--- src/core/cit_timing_regs.svh ---
`ifndef CIT_TIMING_REGS_SVH
`define CIT_TIMING_REGS_SVH

// ----------------------------------------
// Timing entries: clocks, reads, writes
// ----------------------------------------
`define CIT_T_SHIFT_BW      {11'h006, 8'h01, 8'h00}
`define CIT_T_SHIFT_L       {11'h008, 8'h01, 8'h00}
`define CIT_T_SHIFT_STEP    {11'h002, 8'h00, 8'h00}
`define CIT_T_SHIFT_MEM     {11'h009, 8'h01, 8'h01}
`define CIT_T_BIT_MEM_DYN   {11'h009, 8'h01, 8'h01}
`define CIT_T_BIT_MEM_IMM   {11'h00D, 8'h02, 8'h01}
`define CIT_T_BIT_REG_DYN   {11'h008, 8'h01, 8'h00}
`define CIT_T_BIT_REG_IMM   {11'h00C, 8'h02, 8'h00}
`define CIT_T_BIT_CLEAR_REG_DYN  {11'h00A, 8'h01, 8'h00}
`define CIT_T_BIT_CLEAR_REG_IMM  {11'h00E, 8'h02, 8'h00}
`define CIT_T_BR_TAKEN      {11'h00A, 8'h01, 8'h00}
`define CIT_T_BR_NOT_B      {11'h008, 8'h01, 8'h00}
`define CIT_T_BR_NOT_W      {11'h00C, 8'h02, 8'h00}
`define CIT_T_JMP_IND       {11'h008, 8'h02, 8'h00}
`define CIT_T_JMP_D16       {11'h00A, 8'h02, 8'h00}
`define CIT_T_JMP_IDX       {11'h00E, 8'h03, 8'h00}
`define CIT_T_JMP_ABSL      {11'h00C, 8'h03, 8'h00}
`define CIT_T_JSR_IND       {11'h012, 8'h02, 8'h02}
`define CIT_T_JSR_D16       {11'h014, 8'h02, 8'h02}
`define CIT_T_JSR_IDX       {11'h018, 8'h02, 8'h02}
`define CIT_T_JSR_ABSL      {11'h016, 8'h03, 8'h02}
`define CIT_T_LEA_IND       {11'h004, 8'h01, 8'h00}
`define CIT_T_LEA_D16       {11'h008, 8'h02, 8'h00}
`define CIT_T_LEA_IDX       {11'h00C, 8'h02, 8'h00}
`define CIT_T_LEA_ABSL      {11'h00C, 8'h03, 8'h00}
`define CIT_T_PEA_IND       {11'h00E, 8'h01, 8'h02}
`define CIT_T_PEA_D16       {11'h012, 8'h02, 8'h02}
`define CIT_T_PEA_IDX       {11'h016, 8'h02, 8'h02}
`define CIT_T_PEA_ABSL      {11'h016, 8'h03, 8'h02}
`define CIT_T_MLD_IND       {11'h00C, 8'h03, 8'h00}
`define CIT_T_MLD_D16       {11'h010, 8'h04, 8'h00}
`define CIT_T_MLD_IDX       {11'h012, 8'h04, 8'h00}
`define CIT_T_MLD_ABSL      {11'h014, 8'h05, 8'h00}
`define CIT_T_MLD_STEP_W    {11'h004, 8'h01, 8'h00}
`define CIT_T_MLD_STEP_L    {11'h008, 8'h02, 8'h00}
`define CIT_T_MST_IND       {11'h008, 8'h02, 8'h00}
`define CIT_T_MST_D16       {11'h00C, 8'h03, 8'h00}
`define CIT_T_MST_IDX       {11'h00E, 8'h03, 8'h00}
`define CIT_T_MST_ABSL      {11'h010, 8'h04, 8'h00}
`define CIT_T_MST_STEP_W    {11'h005, 8'h00, 8'h01}
`define CIT_T_MST_STEP_L    {11'h00A, 8'h00, 8'h02}
`define CIT_T_MP_REG_BW     {11'h004, 8'h01, 8'h00}
`define CIT_T_MP_REG_L      {11'h008, 8'h01, 8'h00}
`define CIT_T_MP_MEM_BW     {11'h012, 8'h03, 8'h01}
`define CIT_T_MP_MEM_L      {11'h01E, 8'h05, 8'h02}
`define CIT_T_SR_RD_REG     {11'h006, 8'h01, 8'h00}
`define CIT_T_SR_RD_MEM     {11'h009, 8'h01, 8'h01}
`define CIT_T_SR_WR         {11'h00C, 8'h02, 8'h00}
`define CIT_T_ALT_W         {11'h012, 8'h02, 8'h02}
`define CIT_T_ALT_L         {11'h01C, 8'h02, 8'h04}
`define CIT_T_EXG           {11'h006, 8'h01, 8'h00}
`define CIT_T_LINK          {11'h012, 8'h02, 8'h02}
`define CIT_T_SHORT         {11'h004, 8'h01, 8'h00}
`define CIT_T_EXT_RESET     {11'h084, 8'h01, 8'h00}
`define CIT_T_RTE           {11'h014, 8'h05, 8'h00}
`define CIT_T_RTS           {11'h010, 8'h04, 8'h00}
`define CIT_T_EXC_FAULT     {11'h039, 8'h04, 8'h07}
`define CIT_T_EXC_INT       {11'h02F, 8'h05, 8'h03}
`define CIT_T_EXC_PLAIN     {11'h025, 8'h04, 8'h03}
`define CIT_IACK_NOM_CLK    4'h4

`endif

--- src/core/cit_pkg.sv ---
package cit_pkg;

   typedef enum logic [5:0] {
      OP_ARITH_SHIFT = 6'h00, OP_LOGIC_SHIFT = 6'h01, OP_ROTATE = 6'h02, OP_ROTATE_EXT = 6'h03,
      OP_BIT_TOGGLE = 6'h04, OP_BIT_CLEAR = 6'h05, OP_BIT_SET = 6'h06, OP_COND_BRANCH = 6'h07,
      OP_UNCOND_JUMP = 6'h08, OP_SUBROUTINE_CALL = 6'h09, OP_LOAD_EFF_ADDR = 6'h0A,
      OP_PUSH_EFF_ADDR = 6'h0B, OP_MULTI_LOAD = 6'h0C, OP_MULTI_STORE = 6'h0D, OP_MULTI_PREC = 6'h0E,
      OP_STATUS_READ = 6'h0F, OP_COND_CODE_WRITE = 6'h10, OP_STATUS_WRITE = 6'h11,
      OP_ALT_BYTE_MOVE = 6'h12, OP_REG_EXCHANGE = 6'h13, OP_LINK_FRAME = 6'h14,
      OP_USER_STACK_PTR = 6'h15, OP_NO_OPERATION = 6'h16, OP_EXT_RESET = 6'h17,
      OP_EXCEPTION_RETURN = 6'h18, OP_RETURN_RESTORE = 6'h19, OP_SUB_RETURN = 6'h1A,
      OP_EXC_ADDR = 6'h1B, OP_EXC_BUS = 6'h1C, OP_EXC_INT = 6'h1D, OP_EXC_ILLEGAL = 6'h1E,
      OP_EXC_PRIV = 6'h1F, OP_EXC_TRACE = 6'h20
   } cit_op_t;

   typedef enum logic [1:0] {
      SZ_BYTE = 2'h0, SZ_WORD = 2'h1, SZ_LONG = 2'h2
   } cit_size_t;

   typedef enum logic [3:0] {
      M_DATA_REG = 4'h0, M_ADDR_REG = 4'h1, M_IND = 4'h2, M_POSTINC = 4'h3, M_PREDEC = 4'h4,
      M_DISP = 4'h5, M_INDEX = 4'h6, M_ABS_SHORT = 4'h7, M_ABS_LONG = 4'h8, M_PC_DISP = 4'h9,
      M_PC_INDEX = 4'hA, M_IMMED = 4'hB
   } cit_mode_t;

   typedef enum logic [2:0] {
      C_IND = 3'h0, C_D16 = 3'h1, C_IDX = 3'h2, C_ABSL = 3'h3, C_NONE = 3'h4
   } cit_class_t;

   typedef struct packed {
      logic [10:0] clk;
      logic [7:0] rd;
      logic [7:0] wr;
   } cit_tm_t;

   typedef struct packed {
      cit_tm_t tm;
      logic ea_add;
      logic legal;
      logic max_val;
   } cit_res_t;

endpackage

--- src/core/cit_seq_if.sv ---
`timescale 1ns/1ps
interface cit_seq_if;
   logic load;
   logic [10:0] total;
   logic stop;
   logic busy;
   logic last;
   modport ctl (output load, output total, output stop, input busy, input last);
   modport cnt (input load, input total, input stop, output busy, output last);
endinterface

--- src/core/cit_cycle_cnt.sv ---
`timescale 1ns/1ps
module cit_cycle_cnt (
   input wire logic mclk_in,
   input wire logic rst_in,
   cit_seq_if.cnt seq
);
   logic [10:0] rem_ff;
   logic busy_ff;

   // ----------------------------------------
   // Clock period countdown
   // ----------------------------------------
   assign seq.busy = busy_ff;
   assign seq.last = busy_ff && ((rem_ff == 11'h000) || seq.stop);

   always_ff @(posedge mclk_in) begin
      if (rst_in) begin
         busy_ff <= 1'b0;
      end else if (seq.load) begin
         busy_ff <= 1'b1;
      end else if (seq.last) begin
         busy_ff <= 1'b0;
      end
   end

   always_ff @(posedge mclk_in) begin
      if (rst_in) begin
         rem_ff <= 11'h000;
      end else if (seq.load) begin
         rem_ff <= seq.total - 11'h001;
      end else if (busy_ff && (rem_ff != 11'h000)) begin
         rem_ff <= rem_ff - 11'h001;
      end
   end
endmodule

--- src/core/cit_timing.sv ---
`timescale 1ns/1ps
`include "cit_timing_regs.svh"
// Function
// - Register shifts: 6+2n or 8+2n clocks
// - Memory shifts word only, 9 clocks
// - Bit ops: memory 9/13, register 8/12, 10/14
// - Branch: 10 taken, 8 or 12 not
// - Multi-register load: 12+4n or 12+8n clocks
// - Multi-register store: 8+5n/8+10n, restricted modes
// - Index size never changes the clock count
// - Multi-precision counts are complete totals
// - Exception counts include stacking, vector, fetch
// - Address and bus error: 57 clocks
// - Interrupt 47 clocks with four-clock acknowledge
// - Illegal, privilege, trace: 37 clocks
// - External reset instruction takes 132 clocks
// - Returns: 20 clocks five reads, 16 four
// - Alternate-byte move: 18 or 28 clocks
// - Status write 12, status read 6/9
// - Link 18, short ops 4, exchange 6
// - Marked entries add address calculation time
module cit_timing (
   input wire logic mclk_in,
   input wire logic rst_in,
   input wire logic start_in,
   input cit_pkg::cit_op_t op_in,
   input cit_pkg::cit_size_t size_in,
   input cit_pkg::cit_mode_t mode_in,
   input wire logic [5:0] count_in,
   input wire logic taken_in,
   input wire logic imm_bit_in,
   input wire logic mem_form_in,
   input wire logic [7:0] ea_clk_in,
   input wire logic [3:0] ea_rd_in,
   input wire logic [3:0] ea_wr_in,
   input wire logic [3:0] iack_clk_in,
   input wire logic early_in,
   output logic ready_out,
   output logic busy_out,
   output logic done_out,
   output logic illegal_out,
   output logic [10:0] clocks_out,
   output logic [7:0] reads_out,
   output logic [7:0] writes_out,
   output logic max_out
);
   import cit_pkg::*;

   cit_seq_if seq ();
   cit_res_t res;
   logic acc;
   logic [10:0] tot_clk;
   logic [7:0] tot_rd;
   logic [7:0] tot_wr;
   logic [10:0] clocks_ff;
   logic [7:0] reads_ff;
   logic [7:0] writes_ff;
   logic max_ff;
   logic illegal_ff;
   logic [10:0] el_ff;

   // ----------------------------------------
   // Decode helpers
   // ----------------------------------------
   function automatic cit_class_t ea_class(input cit_mode_t m);
      cit_class_t c;
      c = C_NONE;
      unique case (m)
         M_IND, M_POSTINC, M_PREDEC: c = C_IND;
         M_DISP, M_ABS_SHORT, M_PC_DISP: c = C_D16;
         M_INDEX, M_PC_INDEX: c = C_IDX;
         M_ABS_LONG: c = C_ABSL;
         default: c = C_NONE;
      endcase
      return c;
   endfunction

   function automatic cit_tm_t add_n(input cit_tm_t b, input cit_tm_t s, input logic [5:0] n);
      cit_tm_t r;
      r.clk = b.clk + 11'(s.clk * 11'(n));
      r.rd = b.rd + 8'(s.rd * 8'(n));
      r.wr = b.wr + 8'(s.wr * 8'(n));
      return r;
   endfunction

   function automatic cit_tm_t pick4(input cit_class_t c, input cit_tm_t a, input cit_tm_t b,
                                     input cit_tm_t x, input cit_tm_t l);
      cit_tm_t r;
      r = a;
      unique case (c)
         C_D16: r = b;
         C_IDX: r = x;
         C_ABSL: r = l;
         default: r = a;
      endcase
      return r;
   endfunction

   // ----------------------------------------
   // Timing table
   // ----------------------------------------
   function automatic cit_res_t calc(input cit_op_t op, input cit_size_t sz, input cit_mode_t m,
                                     input logic [5:0] n, input logic tk, input logic imm,
                                     input logic mem, input logic [3:0] iack);
      cit_res_t r;
      cit_class_t c;
      logic ctl_ok;
      r = '0;
      r.legal = 1'b1;
      c = ea_class(m);
      ctl_ok = (c != C_NONE) && ((c != C_IND) || (m == M_IND));
      unique case (op)
         OP_ARITH_SHIFT, OP_LOGIC_SHIFT, OP_ROTATE, OP_ROTATE_EXT: begin
            if (mem) begin
               r.tm = `CIT_T_SHIFT_MEM;
               r.ea_add = 1'b1;
               r.legal = (sz == SZ_WORD);
            end else begin
               r.tm = add_n((sz == SZ_LONG) ? `CIT_T_SHIFT_L : `CIT_T_SHIFT_BW, `CIT_T_SHIFT_STEP, n);
            end
         end
         OP_BIT_TOGGLE, OP_BIT_CLEAR, OP_BIT_SET: begin
            if (mem) begin
               r.tm = imm ? `CIT_T_BIT_MEM_IMM : `CIT_T_BIT_MEM_DYN;
               r.ea_add = 1'b1;
               r.legal = (sz == SZ_BYTE);
            end else begin
               if (op == OP_BIT_CLEAR) begin
                  r.tm = imm ? `CIT_T_BIT_CLEAR_REG_IMM : `CIT_T_BIT_CLEAR_REG_DYN;
               end else begin
                  r.tm = imm ? `CIT_T_BIT_REG_IMM : `CIT_T_BIT_REG_DYN;
               end
               r.max_val = 1'b1;
               r.legal = (sz == SZ_LONG);
            end
         end
         OP_COND_BRANCH: begin
            if (tk) begin
               r.tm = `CIT_T_BR_TAKEN;
            end else begin
               r.tm = (sz == SZ_BYTE) ? `CIT_T_BR_NOT_B : `CIT_T_BR_NOT_W;
            end
            r.legal = (sz != SZ_LONG);
         end
         OP_UNCOND_JUMP: begin
            r.tm = pick4(c, `CIT_T_JMP_IND, `CIT_T_JMP_D16, `CIT_T_JMP_IDX, `CIT_T_JMP_ABSL);
            r.legal = ctl_ok;
         end
         OP_SUBROUTINE_CALL: begin
            r.tm = pick4(c, `CIT_T_JSR_IND, `CIT_T_JSR_D16, `CIT_T_JSR_IDX, `CIT_T_JSR_ABSL);
            r.legal = ctl_ok;
         end
         OP_LOAD_EFF_ADDR: begin
            r.tm = pick4(c, `CIT_T_LEA_IND, `CIT_T_LEA_D16, `CIT_T_LEA_IDX, `CIT_T_LEA_ABSL);
            r.legal = ctl_ok;
         end
         OP_PUSH_EFF_ADDR: begin
            r.tm = pick4(c, `CIT_T_PEA_IND, `CIT_T_PEA_D16, `CIT_T_PEA_IDX, `CIT_T_PEA_ABSL);
            r.legal = ctl_ok;
         end
         OP_MULTI_LOAD: begin
            r.tm = add_n(pick4(c, `CIT_T_MLD_IND, `CIT_T_MLD_D16, `CIT_T_MLD_IDX, `CIT_T_MLD_ABSL),
                         (sz == SZ_LONG) ? `CIT_T_MLD_STEP_L : `CIT_T_MLD_STEP_W, n);
            r.legal = (c != C_NONE) && (m != M_PREDEC) && (sz != SZ_BYTE);
         end
         OP_MULTI_STORE: begin
            r.tm = add_n(pick4(c, `CIT_T_MST_IND, `CIT_T_MST_D16, `CIT_T_MST_IDX, `CIT_T_MST_ABSL),
                         (sz == SZ_LONG) ? `CIT_T_MST_STEP_L : `CIT_T_MST_STEP_W, n);
            r.legal = (c != C_NONE) && (m != M_POSTINC) && (m != M_PC_DISP) && (m != M_PC_INDEX)
                      && (sz != SZ_BYTE);
         end
         OP_MULTI_PREC: begin
            if (mem) begin
               r.tm = (sz == SZ_LONG) ? `CIT_T_MP_MEM_L : `CIT_T_MP_MEM_BW;
            end else begin
               r.tm = (sz == SZ_LONG) ? `CIT_T_MP_REG_L : `CIT_T_MP_REG_BW;
            end
         end
         OP_STATUS_READ: begin
            r.tm = mem ? `CIT_T_SR_RD_MEM : `CIT_T_SR_RD_REG;
            r.ea_add = mem;
         end
         OP_COND_CODE_WRITE, OP_STATUS_WRITE: begin
            r.tm = `CIT_T_SR_WR;
            r.ea_add = mem;
         end
         OP_ALT_BYTE_MOVE: begin
            r.tm = (sz == SZ_LONG) ? `CIT_T_ALT_L : `CIT_T_ALT_W;
            r.legal = (sz != SZ_BYTE);
         end
         OP_REG_EXCHANGE: r.tm = `CIT_T_EXG;
         OP_LINK_FRAME: r.tm = `CIT_T_LINK;
         OP_USER_STACK_PTR, OP_NO_OPERATION: r.tm = `CIT_T_SHORT;
         OP_EXT_RESET: r.tm = `CIT_T_EXT_RESET;
         OP_EXCEPTION_RETURN, OP_RETURN_RESTORE: r.tm = `CIT_T_RTE;
         OP_SUB_RETURN: r.tm = `CIT_T_RTS;
         OP_EXC_ADDR, OP_EXC_BUS: r.tm = `CIT_T_EXC_FAULT;
         OP_EXC_INT: begin
            r.tm = `CIT_T_EXC_INT;
            if (iack > `CIT_IACK_NOM_CLK) begin
               r.tm.clk = r.tm.clk + 11'(iack - `CIT_IACK_NOM_CLK);
            end
         end
         OP_EXC_ILLEGAL, OP_EXC_PRIV, OP_EXC_TRACE: r.tm = `CIT_T_EXC_PLAIN;
         default: r.legal = 1'b0;
      endcase
      return r;
   endfunction

   // ----------------------------------------
   // Request decode and totals
   // ----------------------------------------
   assign res = calc(op_in, size_in, mode_in, count_in, taken_in, imm_bit_in, mem_form_in, iack_clk_in);
   assign acc = start_in && !seq.busy;
   assign tot_clk = res.tm.clk + (res.ea_add ? {3'h0, ea_clk_in} : 11'h000);
   assign tot_rd = res.tm.rd + (res.ea_add ? {4'h0, ea_rd_in} : 8'h00);
   assign tot_wr = res.tm.wr + (res.ea_add ? {4'h0, ea_wr_in} : 8'h00);

   assign seq.load = acc && res.legal;
   assign seq.total = tot_clk;
   assign seq.stop = early_in && max_ff;

   cit_cycle_cnt u_cnt (
      .mclk_in(mclk_in),
      .rst_in(rst_in),
      .seq(seq)
   );

   // ----------------------------------------
   // Result registers
   // ----------------------------------------
   always_ff @(posedge mclk_in) begin
      if (rst_in) begin
         clocks_ff <= 11'h000;
         reads_ff <= 8'h00;
         writes_ff <= 8'h00;
         max_ff <= 1'b0;
      end else if (acc) begin
         clocks_ff <= tot_clk;
         reads_ff <= tot_rd;
         writes_ff <= tot_wr;
         max_ff <= res.max_val && res.legal;
      end
   end

   always_ff @(posedge mclk_in) begin
      if (rst_in) begin
         illegal_ff <= 1'b0;
      end else begin
         illegal_ff <= acc && !res.legal;
      end
   end

   always_ff @(posedge mclk_in) begin
      if (rst_in) begin
         el_ff <= 11'h000;
      end else if (seq.load) begin
         el_ff <= 11'h000;
      end else if (seq.busy) begin
         el_ff <= el_ff + 11'h001;
      end
   end

   assign ready_out = !seq.busy;
   assign busy_out = seq.busy;
   assign done_out = seq.last;
   assign illegal_out = illegal_ff;
   assign clocks_out = clocks_ff;
   assign reads_out = reads_ff;
   assign writes_out = writes_ff;
   assign max_out = max_ff;
endmodule

--- config.mk ---
export PLATFORM = sky130hd
export DESIGN_NAME = cit_timing
export DESIGN_NICKNAME = d
export VERILOG_FILES = /design/src/core/cit_pkg.sv /design/src/core/cit_seq_if.sv /design/src/core/cit_cycle_cnt.sv /design/src/core/cit_timing.sv
export VERILOG_INCLUDE_DIRS = /design/src /design/src/core
export SDC_FILE = /design/constraint.sdc
export NUM_CORES = 1
export LEC_CHECK = 0
export BUFFER_PORTS_ARGS = -buffer_cell sky130_fd_sc_hd__buf_2
export CORE_ASPECT_RATIO = 1.2
export CORE_MARGIN = 2
export CORE_UTILIZATION = 44
export DETAILED_ROUTE_END_ITERATION = 6
export PLACE_DENSITY = 0.67
export SETUP_SLACK_MARGIN = 0.3
export SLEW_MARGIN = 20
export SYNTH_ARGS = -nofsm -noshare
export SYNTH_HDL_FRONTEND = slang
export SYNTH_SLANG_ARGS = --single-unit
--- constraint.sdc ---
create_clock -name mclk_in -period 11.7 [get_ports mclk_in]
set_input_delay 1.17 -clock mclk_in [delete_from_list [all_inputs] [get_ports mclk_in]]
set_output_delay 1.17 -clock mclk_in [all_outputs]
set_load 0.1 [all_outputs]
==> summary by stage <==
Clock network
The buffer count from post-CTS setup fixing is 0. The cell at the root of the clock tree is clkbuf_16. The largest buffer count on any clock path is 2.

The latest clock arrival within the worst-skew pair is 0.28 ns. The CTS tree is built. The count of hold buffers inserted by post-cts repair is 0. The number of clock sinks is 41. The deepest level of the CTS H-tree is 2.

The total CTS buffers is 5. The clock-pin slew reported for the worst setup and hold paths after clock tree synthesis is approximately 0.050 ns. Once the clock tree was built, the resizer swapped 0 gates to a different size.

Power
IR analysis of the VDD net gives a maximum drop of 0.0747 mV. The portion of total power attributed to combinational logic is 0.494. The total power consumption of the routed design is about 0.59 mW. The analysis attributes to net switching a power of 0.255 mW.

The share of total power dissipated in sequential elements is 0.275. For this design the ratio of total power to cell area is 96.0 mW/mm^2. Of the total power, the clock network draws 0.231. The switching power as a share of total power is 0.430. The cell-internal power is 0.338 mW. In this run the static leakage power is 2.86 nW.

Drt
After the first detailed-routing iteration, the DRC count stood at 699. After detailed routing, the number of remaining DRC violations is 0. The per-cell via count in the routed design is 5.64.

The final layout contains routed wiring with a total length of 15,300 um. The wire length per cell is 15.9 um. The first detailed-routing pass took 6 iterations. The post-detailed-route count of antenna-violating nets is 0.

The overall via count from detail_route is 5,434.

STA
The final number of hold-violating endpoints is 0. The post-route fraction of the period consumed by the critical path is 0.631. Summed over all failing endpoints, the final setup total negative slack is 0 ns.

The maximum clock skew at final layout is 0.00393 ns. Setup repair after global routing left no endpoint under its margin. After layout, the worst setup slack is approximately 4.3 ns. For this run, the top clock speed supported by timing is 0.135 GHz. The number of max-slew violations in the final report is 0. The actual transition at the worst max-transition pin is 0.933 ns. The headroom to the max-slew limit is 0.373.

The count of endpoints failing setup in the final report is 0. The clock period could shrink to between 7 and 8 ns.

Yosys
The Yosys step of the flow raised 0 warnings. Yosys mapped a number of flops with a built-in enable equal to 0. For this run, the register share of the synthesized area comes to 0.147.

The fraction of synthesized area in multiplexers is 0.00741. The per-instance average area after synthesis is between 7 and 8 sq um. The number of register bits inferred by synthesis is 41. The xor and xnor fraction of the mapped netlist area is 0.0816.

The synthesized instance count is 747. After synthesis, the share of flip-flops with an asynchronous set or reset is 0. The count of different cell masters after synthesis is 71.

The share of the synthesized area in compound gates (AO/OA/AOI/OAI) was 0.213. Of the total synthesized cell area, the portion taken by AND, OR, NAND and NOR gates is 0.283. Of the total synthesized cell area, the portion taken by full adders, half adders and majority gates is 0.213. By area, the combinational part of the netlist is dominated by simple AND/OR/NAND/NOR gates. The most used flip-flop cell after synthesis is dfxtp_1. The netlist area before placement is between 0.005 and 0.006 sq mm.

Worst setup path
The worst path buffer plus inverter count is 4. The cell with the biggest individual delay on the critical path is or4_1. The worst setup path is launched from a primary input. On the worst path, the slowest cell contributes a delay of ~0.53 ns. Traced cell by cell, the critical path runs through buf_2, nand2b_1, clkinv_1, ha_1, ha_1, inv_1, fa_1, inv_1, fa_1, fa_1, a221oi_1, o21ai_0, a31oi_1, nand3_1, ha_1, o21ai_0, o21ai_0, o211a_1, nor2_1, nor3b_1, and2_1, a31oi_1, or4_1, nand3_1. The type of the worst setup path is primary input to flop. The required arrival time at the worst endpoint is between 10 and 15 ns.

Data arrives at the worst endpoint at between 7 and 8 ns. The sort of element at the end of the critical path is a flop. The kind of cell adding the most delay to the critical path is adder cells. The largest fanout on the critical path is 14.

Global route
The number of global-route vias before repair is between 5,000 and 6,000. The initial antenna violation count is 0. The pin count of the biggest net entering global routing is between 40 and 50. The global-route wire length before repair is 25,500 um.

The overall global routing resource usage is 0.230. The overall overflow remaining after global route is 0.

Finish
The area of all placed cells without fillers is roughly 0.0062 sq mm. From synthesis to final layout, the design area changed by 10.8%. The share of final-layout standard cells stronger than drive strength 1 is 0.134. The number of antenna diodes is 0. The net total in the final layout is 929.

The utilization after layout is 0.494.

Floorplan
The initial utilization of the core area, before any placement, comes to 0.446. The die width is 107 um. The row count is 45. The number of top-level pins is 77.

The core area is 0.0125 sq mm. Measured along the y axis, the die boundary spans 127 um. The die covers 0.0136 sq mm.

Place
The area after detailed placement is 0.00602 sq mm. Prior to clock tree synthesis, the placed netlist has a worst setup slack of 4.11 ns. Detailed placement finished with a half-perimeter wire length of 12,300 um. Routability-driven placement finished with a final weighted congestion of 0.994. The number of buffers inserted by port buffering is 76.

Min path
The path class of the tightest hold or removal check is flop to flop.

Run status
The run finished with clean final reports.

Job
The tool flagged a number of max-cap violations equal to 0.
[cells in the final DEF (no fill, tap or decap), types with 16 or more instances in the layout]
cell type | netlist | layout
a211oi_1 | 19 | 19
nor3_1 | 24 | 24
nand3_1 | 26 | 26
xor2_1 | 20 | 20
xnor2_1 | 30 | 30
inv_1 | 39 | 39
fa_1 | 16 | 16
ha_1 | 69 | 69
nor2_1 | 69 | 69
and2_1 | 26 | 26
o21ai_0 | 26 | 26
nand2_1 | 83 | 83
dfxtp_1 | 41 | 41
buf_2 | 5 | 76
a21oi_1 | 63 | 63
[cell type report]
type / instances / area (sq um)
Tap cell: 164 / 205
Fill cell: 1311 / 6330
Timing Repair Buffer: 77 / 388
Clock buffer: 6 / 139
Sequential cell: 41 / 821
Inverter: 40 / 150
Multi-Input combinational cell: 634 / 4460
Clock inverter: 1 / 7.51
[cells in the mapped netlist (5+ instances only)]
cell type / count / share of area
clkbuf_1: 22 / 0.015
nand2b_1: 7 / 0.0079
o21ai_0: 26 / 0.023
dfxtp_1: 41 / 0.15
ha_1: 69 / 0.16
nor3_1: 24 / 0.022
a21oi_1: 63 / 0.057
buf_2: 5 / 0.0045
nand2_1: 83 / 0.056
xor2_1: 20 / 0.031
or2_2: 10 / 0.011
a22oi_1: 7 / 0.0094
a211oi_1: 19 / 0.026
inv_1: 39 / 0.026
nand3_1: 26 / 0.023
fa_1: 16 / 0.058
xnor2_1: 30 / 0.047
nor2b_1: 10 / 0.011
o211ai_1: 5 / 0.0067
a31oi_1: 9 / 0.010
and2_1: 26 / 0.029
nor4_1: 5 / 0.0056
buf_1: 5 / 0.0034
or3_1: 10 / 0.011
a21o_1: 9 / 0.012
nor2_1: 69 / 0.047
and3_1: 5 / 0.0056
nand3b_1: 6 / 0.0081
[registers in the layout, indices dropped and copies added, names as in the netlist]
name	count
clocks_out	11
illegal_out	1
max_out	1
reads_out	8
u_cnt.rem_ff	11
u_cnt.seq.busy	1
writes_out	8
[power groups by stage]
stage	combinational [mW]	clock, mW	sequential (mW)
4_1_cts	0.292	0.138	0.163
2_1_floorplan	0.189	0	0.205
3_3_place_gp	0.289	0	0.165
6_report	0.293	0.137	0.163
5_1_grt	0.326	0.145	0.164
3_5_place_dp	0.289	0	0.166
[metrics by stage]
step,hold WS [ns],cells
floorplan,0.497,750
global route,0.471,963
detailed placement,0.444,956
global placement,0.440,956
finish,0.450,963
CTS,0.452,963
[cell families after synthesis]
kind of cell    count (synthesis)
compound gates                181
xor+xnor                       51
fa+ha+maj                      85
buf+inv                        75
flops                          41
mux                             4
other cells                     1
simple gates                  309
[per-layer routing]
layer  up-vias  part of all wire  GRT usage
li1       2757                 -          -
met1      2458              0.44      0.291
met2       179              0.50      0.422
met3        40             0.041     0.0173
met4         0             0.025     0.0565
met5         -                 0          0
[worst min-delay path, stage by stage, from the launching register on]
cell	delay [ns]
dfxtp_1	0.30
nand2_1	0.05
a21oi_1	0.05
[final timing paths]
| check | cells past startpoint | endpoint | slack, ns | start |
|---|---|---|---|---|
| max reg2reg | 12 | u_cnt.rem_ff[10] | 8.42 | u_cnt.seq.busy |
| max | 24 | u_cnt.rem_ff[10] | 4.32 | size_in[0] |
| min | 2 | clocks_out[6] | 0.45 | clocks_out[6] |
| min reg2reg | 2 | clocks_out[6] | 0.45 | clocks_out[6] |
Note: power is estimated with default switching activity, not from simulation.
